===== config.mk =====
export PLATFORM = sky130hd
export DESIGN_NAME = sfp_protect_core
export DESIGN_NICKNAME = d
export VERILOG_FILES = /design/src/sfp_sync.v /design/src/sfp_range_check.v /design/src/sfp_protect_core.v
export VERILOG_INCLUDE_DIRS = /design/src
export SDC_FILE = /design/constraint.sdc
export NUM_CORES = 1
export LEC_CHECK = 0
export BUFFER_PORTS_ARGS = -buffer_cell sky130_fd_sc_hd__buf_2
export CORE_ASPECT_RATIO = 0.8
export CORE_UTILIZATION = 45
export CTS_BUF_LIST = sky130_fd_sc_hd__clkbuf_2
export DETAILED_ROUTE_END_ITERATION = 6
export GPL_TIMING_DRIVEN = 0
export MAX_ROUTING_LAYER = met4
export PLACE_DENSITY = 0.74
export SKIP_LAST_GASP = 1
export SLEW_MARGIN = 20
export SYNTH_ARGS = -nofsm -noshare
export SYNTH_HDL_FRONTEND = slang
export SYNTH_SLANG_ARGS = --single-unit
export TNS_END_PERCENT = 1

===== constraint.sdc =====
create_clock -name sys_clk -period 3.5 [get_ports sys_clk]
set_clock_uncertainty 0.05 [all_clocks]
set_input_delay 0.7 -clock sys_clk [delete_from_list [all_inputs] [get_ports sys_clk]]
set_output_delay 0.7 -clock sys_clk [all_outputs]
set_load 0.02 [all_outputs]

===== src/sfp_defs.vh =====
// Constants shared by the flash protection and pause logic.
// Assumes inclusion by bare name from each design file.
`ifndef SFP_DEFS_VH
`define SFP_DEFS_VH

// Command codes, used as module parameter defaults.
`define SFP_OP_WRITE_ENABLE_COMMAND_DEF 8'h06
`define SFP_OP_WRITE_DISABLE_COMMAND_DEF 8'h04
`define SFP_OP_WRR_DEF 8'h01
`define SFP_OP_RDSR_DEF 8'h05
`define SFP_OP_RDCR_DEF 8'h35
`define SFP_OP_PP_DEF 8'h02
`define SFP_OP_QPP_DEF 8'h32
`define SFP_OP_SE_DEF 8'hD8
`define SFP_OP_BE_DEF 8'hC7
`define SFP_OP_P4E_DEF 8'h20
`define SFP_OP_P8E_DEF 8'h40
`define SFP_OP_ONE_TIME_AREA_PROGRAM_DEF 8'h42

// Configuration register bit positions.
`define SFP_CFG_ORIGIN 5
`define SFP_CFG_VOLATILE 3
`define SFP_CFG_PARAM_TOP 2
`define SFP_CFG_QUAD 1
`define SFP_CFG_FREEZE 0
`define SFP_CFG_USED_MASK 8'h2F
`define SFP_CFG_RESET 8'h00

// Status register bit positions.
`define SFP_ST_WIP 0
`define SFP_ST_WEL 1
`define SFP_ST_BP_LSB 2
`define SFP_ST_BP_MSB 4
`define SFP_ST_STATUS_WRITE_DISABLE 7
`define SFP_BP_ALL 3'h7
`define SFP_BP_NONE 3'h0

// Operation kinds handed to the array engine.
`define SFP_KIND_PAGE 3'h0
`define SFP_KIND_QPAGE 3'h1
`define SFP_KIND_WIPE64 3'h2
`define SFP_KIND_WIPEALL 3'h3
`define SFP_KIND_P4 3'h4
`define SFP_KIND_P8 3'h5
`define SFP_KIND_OTP 3'h6

// Array geometry: 8 MB array, protection granule of 128 kB.
`define SFP_ADDR_W 23
`define SFP_BLK_LSB 17
`define SFP_BLK_TOTAL 7'h40

// Frame byte counts.
`define SFP_BYTES_CMD 3'h1
`define SFP_BYTES_WRR 3'h2
`define SFP_BYTES_ADDR 3'h4
`define SFP_BYTES_DATA 3'h5
`define SFP_BYTES_MAX 3'h7
`define SFP_BIT_LAST 3'h7

`endif


===== src/sfp_sync.v =====
// Two-flop synchroniser for a group of asynchronous pin inputs.
// Assumes the inputs are quasi-static relative to sys_clk.
`include "sfp_defs.vh"
module sfp_sync #(
  parameter W = 5
) (
  // Clock and reset.
  input wire sys_clk,
  input wire nrst,
  // Raw and synchronised levels.
  input wire [W-1:0] async_in,
  output reg [W-1:0] sync_out
);

  reg [W-1:0] stage1;

  // First stage feeds only the second stage.
  always @(posedge sys_clk or negedge nrst) begin
    if (!nrst) begin
      stage1 <= {W{1'b1}};
      sync_out <= {W{1'b1}};
    end else begin
      stage1 <= async_in;
      sync_out <= stage1;
    end
  end
endmodule


===== src/sfp_range_check.v =====
// Registered decoder of the block-protected address range.
// Assumes the address and protect code are stable a cycle before use.
`include "sfp_defs.vh"
module sfp_range_check (
  // Clock and reset.
  input wire sys_clk,
  input wire nrst,
  // Protection setting.
  input wire [2:0] bp,
  input wire origin_bottom,
  // Target of the command.
  input wire [`SFP_ADDR_W-1:0] addr,
  input wire whole_array,
  // Result.
  output reg protected_hit
);

  // Number of 128 kB granules covered by a protect code.
  function [6:0] granules;
    input [2:0] code;
    begin
      if (code == `SFP_BP_NONE)
        granules = 7'h00;
      else if (code == `SFP_BP_ALL)
        granules = `SFP_BLK_TOTAL;
      else
        granules = 7'h01 << (code - 3'h1);
    end
  endfunction

  wire [6:0] n = granules(bp);
  wire [6:0] blk = {1'b0, addr[`SFP_ADDR_W-1:`SFP_BLK_LSB]};
  wire [6:0] top_start = `SFP_BLK_TOTAL - n;

  // Top ranges grow down from the end, bottom ranges up from zero.
  always @(posedge sys_clk or negedge nrst) begin
    if (!nrst)
      protected_hit <= 1'b1;
    else if (whole_array)
      protected_hit <= (n != 7'h00);
    else if (origin_bottom)
      protected_hit <= (blk < n);
    else
      protected_hit <= (blk >= top_start);
  end
endmodule


===== src/sfp_protect_core.v =====
// Protection, configuration and pause logic of a serial flash.
// Assumes an external array engine that runs the issued operations,
// a non-volatile store that presents saved images at power-on, and
// a host that drives chip select, serial clock and data asynchronously.
`include "sfp_defs.vh"
module sfp_protect_core #(
  parameter [7:0] OP_WRITE_ENABLE_COMMAND = `SFP_OP_WRITE_ENABLE_COMMAND_DEF,
  parameter [7:0] OP_WRITE_DISABLE_COMMAND = `SFP_OP_WRITE_DISABLE_COMMAND_DEF,
  parameter [7:0] OP_WRR = `SFP_OP_WRR_DEF,
  parameter [7:0] OP_RDSR = `SFP_OP_RDSR_DEF,
  parameter [7:0] OP_RDCR = `SFP_OP_RDCR_DEF,
  parameter [7:0] OP_PP = `SFP_OP_PP_DEF,
  parameter [7:0] OP_QPP = `SFP_OP_QPP_DEF,
  parameter [7:0] OP_SE = `SFP_OP_SE_DEF,
  parameter [7:0] OP_BE = `SFP_OP_BE_DEF,
  parameter [7:0] OP_P4E = `SFP_OP_P4E_DEF,
  parameter [7:0] OP_P8E = `SFP_OP_P8E_DEF,
  parameter [7:0] OP_ONE_TIME_AREA_PROGRAM = `SFP_OP_ONE_TIME_AREA_PROGRAM_DEF
) (
  // Clock and power-on reset.
  input wire sys_clk,
  input wire nrst,
  // Serial pins from the host.
  input wire cs_n,
  input wire sck,
  input wire si,
  input wire hold_n,
  input wire write_protect_pin_n,
  // Serial output pin.
  output reg so,
  output reg so_oe,
  // Saved register images from the non-volatile store.
  input wire [7:0] nv_config,
  input wire [7:0] nv_status,
  // Array engine handshake.
  input wire op_busy,
  input wire op_done,
  output reg op_start,
  output reg [2:0] op_kind,
  output reg [`SFP_ADDR_W-1:0] op_addr,
  // Register state for the store and the rest of the chip.
  output reg [7:0] device_configuration,
  output reg [7:0] status_out,
  output reg write_enable_latch,
  output reg pause_active
);

  // Pause states.
  localparam [1:0] PS_RUN = 2'b00;
  localparam [1:0] PS_ENTER = 2'b01;
  localparam [1:0] PS_HELD = 2'b10;
  localparam [1:0] PS_EXIT = 2'b11;

  wire [4:0] pins_s;
  wire s_cs, s_sck, s_si, s_hold, s_wp;
  reg p_cs, p_sck, p_hold;
  reg [1:0] pstate;
  reg loaded;
  reg [2:0] bp;
  reg status_write_disable;
  reg [2:0] bit_lo;
  reg [2:0] byte_cnt;
  reg [6:0] shreg;
  reg [7:0] opcode;
  reg [23:0] addr;
  reg [7:0] wr_stat;
  reg [7:0] wr_cfg;
  reg [7:0] out_sh;
  reg out_act;
  wire prot_hit;

  // All host pins cross into the sys_clk domain first.
  sfp_sync #(.W(5)) u_sync (
    .sys_clk(sys_clk),
    .nrst(nrst),
    .async_in({cs_n, sck, si, hold_n, write_protect_pin_n}),
    .sync_out(pins_s)
  );
  assign {s_cs, s_sck, s_si, s_hold, s_wp} = pins_s;

  wire quad = device_configuration[`SFP_CFG_QUAD];
  wire freeze = device_configuration[`SFP_CFG_FREEZE];
  wire origin_bottom = device_configuration[`SFP_CFG_ORIGIN];
  wire sck_rise = s_sck & ~p_sck;
  wire sck_fall = ~s_sck & p_sck;
  wire hold_fall = ~s_hold & p_hold;
  wire hold_rise = s_hold & ~p_hold;
  wire cs_fall = ~s_cs & p_cs;
  wire cs_rise = s_cs & ~p_cs;
  wire paused = (pstate == PS_HELD) || (pstate == PS_EXIT);
  wire ser_rise = sck_rise & ~paused & ~s_cs;
  wire ser_fall = sck_fall & ~paused & ~s_cs;
  wire byte_done = ser_rise && (bit_lo == `SFP_BIT_LAST);
  wire [7:0] new_byte = {shreg, s_si};
  // The pin is reused as a data line in four-line mode.
  wire hw_lock = status_write_disable & ~s_wp & ~quad;
  wire whole = (bit_lo == 3'h0);
  wire is_be = (opcode == OP_BE);

  // Edge history of the synchronised pins; reset levels match the synchroniser's.
  always @(posedge sys_clk or negedge nrst) begin
    if (!nrst) begin
      p_cs <= 1'b1;
      p_sck <= 1'b1;
      p_hold <= 1'b1;
    end else begin
      p_cs <= s_cs;
      p_sck <= s_sck;
      p_hold <= s_hold;
    end
  end

  // Pause tracking; four-line mode or a deselected device forces run.
  always @(posedge sys_clk or negedge nrst) begin
    if (!nrst) begin
      pstate <= PS_RUN;
    end else if (quad || s_cs) begin
      pstate <= PS_RUN;
    end else begin
      case (pstate)
        PS_RUN: begin
          if (hold_fall)
            pstate <= s_sck ? PS_ENTER : PS_HELD;
        end
        PS_ENTER: begin
          if (hold_rise)
            pstate <= PS_RUN;
          else if (sck_fall)
            pstate <= PS_HELD;
        end
        PS_HELD: begin
          if (hold_rise)
            pstate <= s_sck ? PS_EXIT : PS_RUN;
        end
        PS_EXIT: begin
          if (hold_fall)
            pstate <= PS_HELD;
          else if (sck_fall)
            pstate <= PS_RUN;
        end
        default: pstate <= PS_RUN;
      endcase
    end
  end

  // Pause flag for the rest of the chip; engine work goes on regardless.
  always @(posedge sys_clk or negedge nrst) begin
    if (!nrst)
      pause_active <= 1'b0;
    else
      pause_active <= paused;
  end

  // Frame capture: opcode, address and register-write payload.
  always @(posedge sys_clk or negedge nrst) begin
    if (!nrst) begin
      bit_lo <= 3'h0;
      byte_cnt <= 3'h0;
      shreg <= 7'h00;
      opcode <= 8'h00;
      addr <= 24'h00_0000;
      wr_stat <= 8'h00;
      wr_cfg <= 8'h00;
    end else if (cs_fall || (cs_rise && paused)) begin
      bit_lo <= 3'h0;
      byte_cnt <= 3'h0;
      shreg <= 7'h00;
      opcode <= 8'h00;
    end else if (ser_rise) begin
      shreg <= new_byte[6:0];
      bit_lo <= bit_lo + 3'h1;
      if (byte_done) begin
        if (byte_cnt != `SFP_BYTES_MAX)
          byte_cnt <= byte_cnt + 3'h1;
        if (byte_cnt == 3'h0)
          opcode <= new_byte;
        else if (byte_cnt < `SFP_BYTES_ADDR)
          addr <= {addr[15:0], new_byte};
        if (byte_cnt == 3'h1)
          wr_stat <= new_byte;
        if (byte_cnt == 3'h2)
          wr_cfg <= new_byte;
      end
    end
  end

  // Range check of the captured target address.
  sfp_range_check u_range (
    .sys_clk(sys_clk),
    .nrst(nrst),
    .bp(bp),
    .origin_bottom(origin_bottom),
    .addr(addr[`SFP_ADDR_W-1:0]),
    .whole_array(is_be),
    .protected_hit(prot_hit)
  );

  // Readback shifter for the status and configuration reads.
  always @(posedge sys_clk or negedge nrst) begin
    if (!nrst) begin
      out_sh <= 8'h00;
      out_act <= 1'b0;
      so <= 1'b0;
      so_oe <= 1'b0;
    end else begin
      if (s_cs) begin
        out_act <= 1'b0;
      end else if (byte_done && byte_cnt == 3'h0) begin
        out_act <= (new_byte == OP_RDSR) || (new_byte == OP_RDCR);
        out_sh <= (new_byte == OP_RDCR) ? device_configuration : status_out;
      end else if (ser_fall && out_act) begin
        so <= out_sh[7];
        out_sh <= {out_sh[6:0], out_sh[7]};
      end
      so_oe <= out_act & ~s_cs & ~paused;
    end
  end

  // Which modifying command, if any, the finished frame asks for.
  reg is_op;
  reg [2:0] kind;
  reg [2:0] need;
  always @* begin
    is_op = 1'b1;
    kind = `SFP_KIND_PAGE;
    need = `SFP_BYTES_ADDR;
    case (opcode)
      OP_PP: need = `SFP_BYTES_DATA;
      OP_QPP: begin
        kind = `SFP_KIND_QPAGE;
        need = `SFP_BYTES_DATA;
      end
      OP_ONE_TIME_AREA_PROGRAM: begin
        kind = `SFP_KIND_OTP;
        need = `SFP_BYTES_DATA;
      end
      OP_SE: kind = `SFP_KIND_WIPE64;
      OP_P4E: kind = `SFP_KIND_P4;
      OP_P8E: kind = `SFP_KIND_P8;
      OP_BE: begin
        kind = `SFP_KIND_WIPEALL;
        need = `SFP_BYTES_CMD;
      end
      default: is_op = 1'b0;
    endcase
  end

  wire frame_end = cs_rise && !paused;
  wire op_len_ok = is_be ? (byte_cnt == need) : (byte_cnt >= need);
  wire otp_free = (kind == `SFP_KIND_OTP);
  // A modifying frame needs the latch, a whole byte count and an idle engine.
  wire op_go = frame_end && is_op && op_len_ok && whole && write_enable_latch
    && !op_busy && (otp_free || !prot_hit);
  wire wrr_go = frame_end && (opcode == OP_WRR) && whole && write_enable_latch
    && !op_busy && (byte_cnt >= `SFP_BYTES_WRR);
  wire wrr_cfg = (byte_cnt > `SFP_BYTES_WRR);
  wire write_enable_command_go = frame_end && (opcode == OP_WRITE_ENABLE_COMMAND) && whole
    && (byte_cnt == `SFP_BYTES_CMD);
  wire write_disable_command_go = frame_end && (opcode == OP_WRITE_DISABLE_COMMAND) && whole
    && (byte_cnt == `SFP_BYTES_CMD);

  // Hand accepted operations to the array engine.
  always @(posedge sys_clk or negedge nrst) begin
    if (!nrst) begin
      op_start <= 1'b0;
      op_kind <= `SFP_KIND_PAGE;
      op_addr <= {`SFP_ADDR_W{1'b0}};
    end else begin
      op_start <= op_go;
      if (op_go) begin
        op_kind <= kind;
        op_addr <= addr[`SFP_ADDR_W-1:0];
      end
    end
  end

  // Write enable latch; a set in the same cycle as a clear wins.
  always @(posedge sys_clk or negedge nrst) begin
    if (!nrst)
      write_enable_latch <= 1'b0;
    else if (write_enable_command_go)
      write_enable_latch <= 1'b1;
    else if (write_disable_command_go || wrr_go || op_done)
      write_enable_latch <= 1'b0;
  end

  // Register images: loaded once after power-on, then written by frames.
  always @(posedge sys_clk or negedge nrst) begin
    if (!nrst) begin
      loaded <= 1'b0;
      device_configuration <= `SFP_CFG_RESET;
      bp <= `SFP_BP_NONE;
      status_write_disable <= 1'b0;
    end else if (!loaded) begin
      loaded <= 1'b1;
      device_configuration <= nv_config & `SFP_CFG_USED_MASK;
      status_write_disable <= nv_status[`SFP_ST_STATUS_WRITE_DISABLE];
      if (nv_config[`SFP_CFG_VOLATILE])
        bp <= `SFP_BP_ALL;
      else
        bp <= nv_status[`SFP_ST_BP_MSB:`SFP_ST_BP_LSB];
    end else if (wrr_go) begin
      if (!hw_lock) begin
        status_write_disable <= wr_stat[`SFP_ST_STATUS_WRITE_DISABLE];
        if (!freeze)
          bp <= wr_stat[`SFP_ST_BP_MSB:`SFP_ST_BP_LSB];
      end
      if (wrr_cfg && !freeze) begin
        device_configuration[`SFP_CFG_ORIGIN] <= origin_bottom
          | wr_cfg[`SFP_CFG_ORIGIN];
        device_configuration[`SFP_CFG_VOLATILE] <=
          device_configuration[`SFP_CFG_VOLATILE] | wr_cfg[`SFP_CFG_VOLATILE];
        device_configuration[`SFP_CFG_PARAM_TOP] <=
          device_configuration[`SFP_CFG_PARAM_TOP] | wr_cfg[`SFP_CFG_PARAM_TOP];
        device_configuration[`SFP_CFG_QUAD] <= wr_cfg[`SFP_CFG_QUAD];
        device_configuration[`SFP_CFG_FREEZE] <= wr_cfg[`SFP_CFG_FREEZE];
      end
    end
  end

  // Status image as read back and saved.
  always @(posedge sys_clk or negedge nrst) begin
    if (!nrst)
      status_out <= 8'h00;
    else
      status_out <= {status_write_disable, 2'b00, bp, write_enable_latch, op_busy};
  end
endmodule


==> results.sh <==
export IMPL_end_kind="register"
export IMPL_p_sw_share_pct=27.0
export IMPL_rr_worst_depth=9
export IMPL_viasPerCell=5.25
export IMPL_num_antenna_cells=0
export IMPL_period_minus_slack_ns=3.21
export IMPL_grt_pass1_wl_mm=19.2
export IMPL_crit_start="opcode[6]"
export IMPL_final_max_slew_viol_count=0
export IMPL_synthToLayoutAreaGrowth_pct=15.1
export IMPL_net_switching_power_uw=700
export IMPL_setup_viol=0
export IMPL_cts_htree_levels=4
export IMPL_synth_seq_area_share_pct=55.4
export IMPL_ir_drop_uv=215
export IMPL_final_nets=586
export IMPL_die_h_um=102
export IMPL_io_pins=72
export IMPL_finalWirelength_mm=11.9
export IMPL_hold_class="in2reg"
export IMPL_netlist_area_leader_share_pct=49.0
export IMPL_synth_seq_cells=125
export IMPL_nFillCells=1072
export IMPL_p_int_uw=1890
export IMPL_firstDrtPassIters=4
export IMPL_p_total_uw=2590
export IMPL_busiest_layer="met2"
export IMPL_syn_area_per_cell_um2=12.6
export IMPL_seqCellArea_um2=3150
export IMPL_final_cells=724
export IMPL_combPwrFrac_pct=6.8
export IMPL_cts_tree="yes"
export IMPL_r2r_setup_slack_ns=0.29
export IMPL_met2_usage_pct=31.2
export IMPL_status="finished, final reports clean"
export IMPL_postSynthCellCount=451
export IMPL_grt_max_degree=77
export IMPL_yosysWarnings=0
export IMPL_yosysTopAreaCell="dfrtp_1"
export IMPL_clock_sinks=125
export IMPL_antenna_found_initial=0
export IMPL_synth_flop_cell="dfrtp_1"
export IMPL_die_x_um=128
export IMPL_synthArstFlopShare_pct=100
export IMPL_synth_area_um2=5670
export IMPL_tightest_slew_ns=0.842
export IMPL_final_cell_mix="dfrtp_1, buf_2, mux2_2"
export IMPL_met1_usage_pct=26.3
export IMPL_cts_root_buf="clkbuf_2"
export IMPL_cts_buffer_depth=2
export IMPL_critPathCapture="op_addr[18]"
export IMPL_final_setup_tns_ns=0
export IMPL_crit_path_start_kind="register"
export IMPL_rsz0062_at_grt="no"
export IMPL_synth_cell_type_count=58
export IMPL_gp_congestion=0.843
export IMPL_clk_latency_ns=0.67
export IMPL_worstPathMaxFanout=10
export IMPL_p_leak_uw=0.00335
export IMPL_p_seq_share_pct=58.3
export IMPL_dp_hpwl_mm=8.41
export IMPL_dieArea_um2=13100
export IMPL_drive_gt1_share_pct=35.4
export IMPL_grtUsageTotal_pct=20.1
export IMPL_synth_edf_count=0
export IMPL_max_cap_viol_count=0
export IMPL_port_buffers=59
export IMPL_drtIter0Drc=247
export IMPL_final_common_cell="dfrtp_1"
export IMPL_overflow=0
export IMPL_path_clk_slew_ns=0.18
export IMPL_period_share_pct=91.6
export IMPL_grt_pass1_vias=3768
export IMPL_timing_rr_start="opcode[6]"
export IMPL_fp_row_count=36
export IMPL_clock_power_share_pct=34.9
export IMPL_coreArea_um2=12300
export IMPL_floorplan_initialDensity_pct=46.3
export IMPL_multi_input_area_um2=2330
export IMPL_max_slew_margin_pct=43.1
export IMPL_cts_buffers=17
export IMPL_met3_usage_pct=4.08
export IMPL_ant_nets=0
export IMPL_rr_endpoint="op_addr[18]"
export IMPL_crit_required_ns=4.01
export IMPL_synth_area_leaders="dfrtp_1, mux2_2, dfstp_2, ha_1, mux2i_1"
export IMPL_place_inst=686
export IMPL_hold_viol=0
export IMPL_power_density_nw_per_um2=397
export IMPL_max_freq_mhz=312
export IMPL_drc=0
export IMPL_num_vias=3799
export IMPL_crit_type="reg2reg"
export IMPL_worst_ep_arrival_time_ns=3.72
export IMPL_post_route_util_pct=53.3
export IMPL_wl_per_cell_um=16.4
## power groups by stage
stage / clock network (uW) / logic [uW] / registers [uW]
3_5_place_dp: 0 / 173 / 1540
5_1_grt: 998 / 198 / 1520
3_3_place_gp: 0 / 161 / 1540
2_1_floorplan: 0 / 87.2 / 1540
4_1_cts: 930 / 178 / 1510
6_report: 903 / 176 / 1510
## metrics by stage
step	hold WS, ns	cell area [um2]	setup slack [ns]
finish	0.112	6530	0.293
floorplan	0.295	5690	0.663
detailed placement	0.297	6230	0.117
global placement	0.296	6200	0.135
CTS	0.0192	6520	0.0832
global route	0.0462	6530	0.138
## flip-flops by register name, indices dropped and copies added (netlist names), 2 cells and up
register / cells
addr: 23
op_addr: 23
opcode: 8
out_sh: 8
shreg: 7
status_out: 6
device_configuration: 5
u_sync.stage1: 5
u_sync.sync_out: 5
wr_cfg: 5
wr_stat: 4
bit_lo: 3
bp: 3
byte_cnt: 3
op_kind: 3
pstate: 2
## routing by layer
layer | routed length (um) | vias up
met4 | 160 | 0
li1 | - | 1806
met1 | 5510 | 1896
met3 | 473 | 14
met5 | 0 | -
met2 | 5710 | 83
## logic make-up after synthesis
group / count (synthesis) / synth area share (%)
flip-flops: 125 / 55.4
AND/OR/NAND/NOR: 102 / 10.8
multiplexers: 83 / 15.9
AO/OA/AOI/OAI: 70 / 8.16
buffers and inverters: 42 / 3.92
adder cells (fa/ha/maj): 23 / 4.98
XOR/XNOR: 4 / 0.618
other: 2 / 0.132
## cells in the mapped netlist (6+ instances only)
| master | count |
|---|---|
| mux2i_1 | 24 |
| nor2_1 | 24 |
| buf_4 | 11 |
| ha_1 | 21 |
| a21oi_1 | 22 |
| o21ai_0 | 15 |
| nand3_1 | 12 |
| dfstp_2 | 14 |
| a22o_1 | 15 |
| mux2_2 | 59 |
| inv_1 | 14 |
| nand2_1 | 13 |
| nor3_1 | 8 |
| dfrtp_1 | 111 |
| clkbuf_1 | 6 |
| buf_2 | 7 |
## layout make-up
class                      count  area share [%]
sequential                   125            48.2
multi-input combinational    288            35.6
timing repair buffer          66            5.96
tap                          171            3.28
buffer                        28            2.60
clock inverter                13            2.15
clock buffer                  19            1.46
inverter                      14           0.804
## what timing repair did
action                                  4_1_cts  5_1_grt
hold buffers                                  5        1
gates resized for setup                       0        1
endpoints found under the hold margin        21        1
setup buffers                                 0        0
endpoints found under the setup margin        0       13
## worst max-delay path, cell delays in order (launching register included)
cell	delay, ns
dfrtp_1	0.36
buf_2	0.22
or4bb_2	0.70
nor2_1	0.34
ha_1	0.32
a21oi_1	0.14
o22ai_1	0.13
nand3_2	0.25
buf_4	0.25
mux2_2	0.35
## how the worst min path moves through the flow
stage / depth (start not counted) / endpoint / startpoint
after CTS: 1 / u_sync.stage1[0] / write_protect_pin_n
final: 1 / status_out[0] / op_busy
after global routing: 1 / status_out[0] / op_busy
after global placement: 0 / u_sync.sync_out[2] / u_sync.stage1[2]
after floorplan: 0 / u_sync.sync_out[0] / u_sync.stage1[0]
after detailed placement: 0 / u_sync.sync_out[3] / u_sync.stage1[3]
Note: power is estimated with default switching activity, not from simulation.
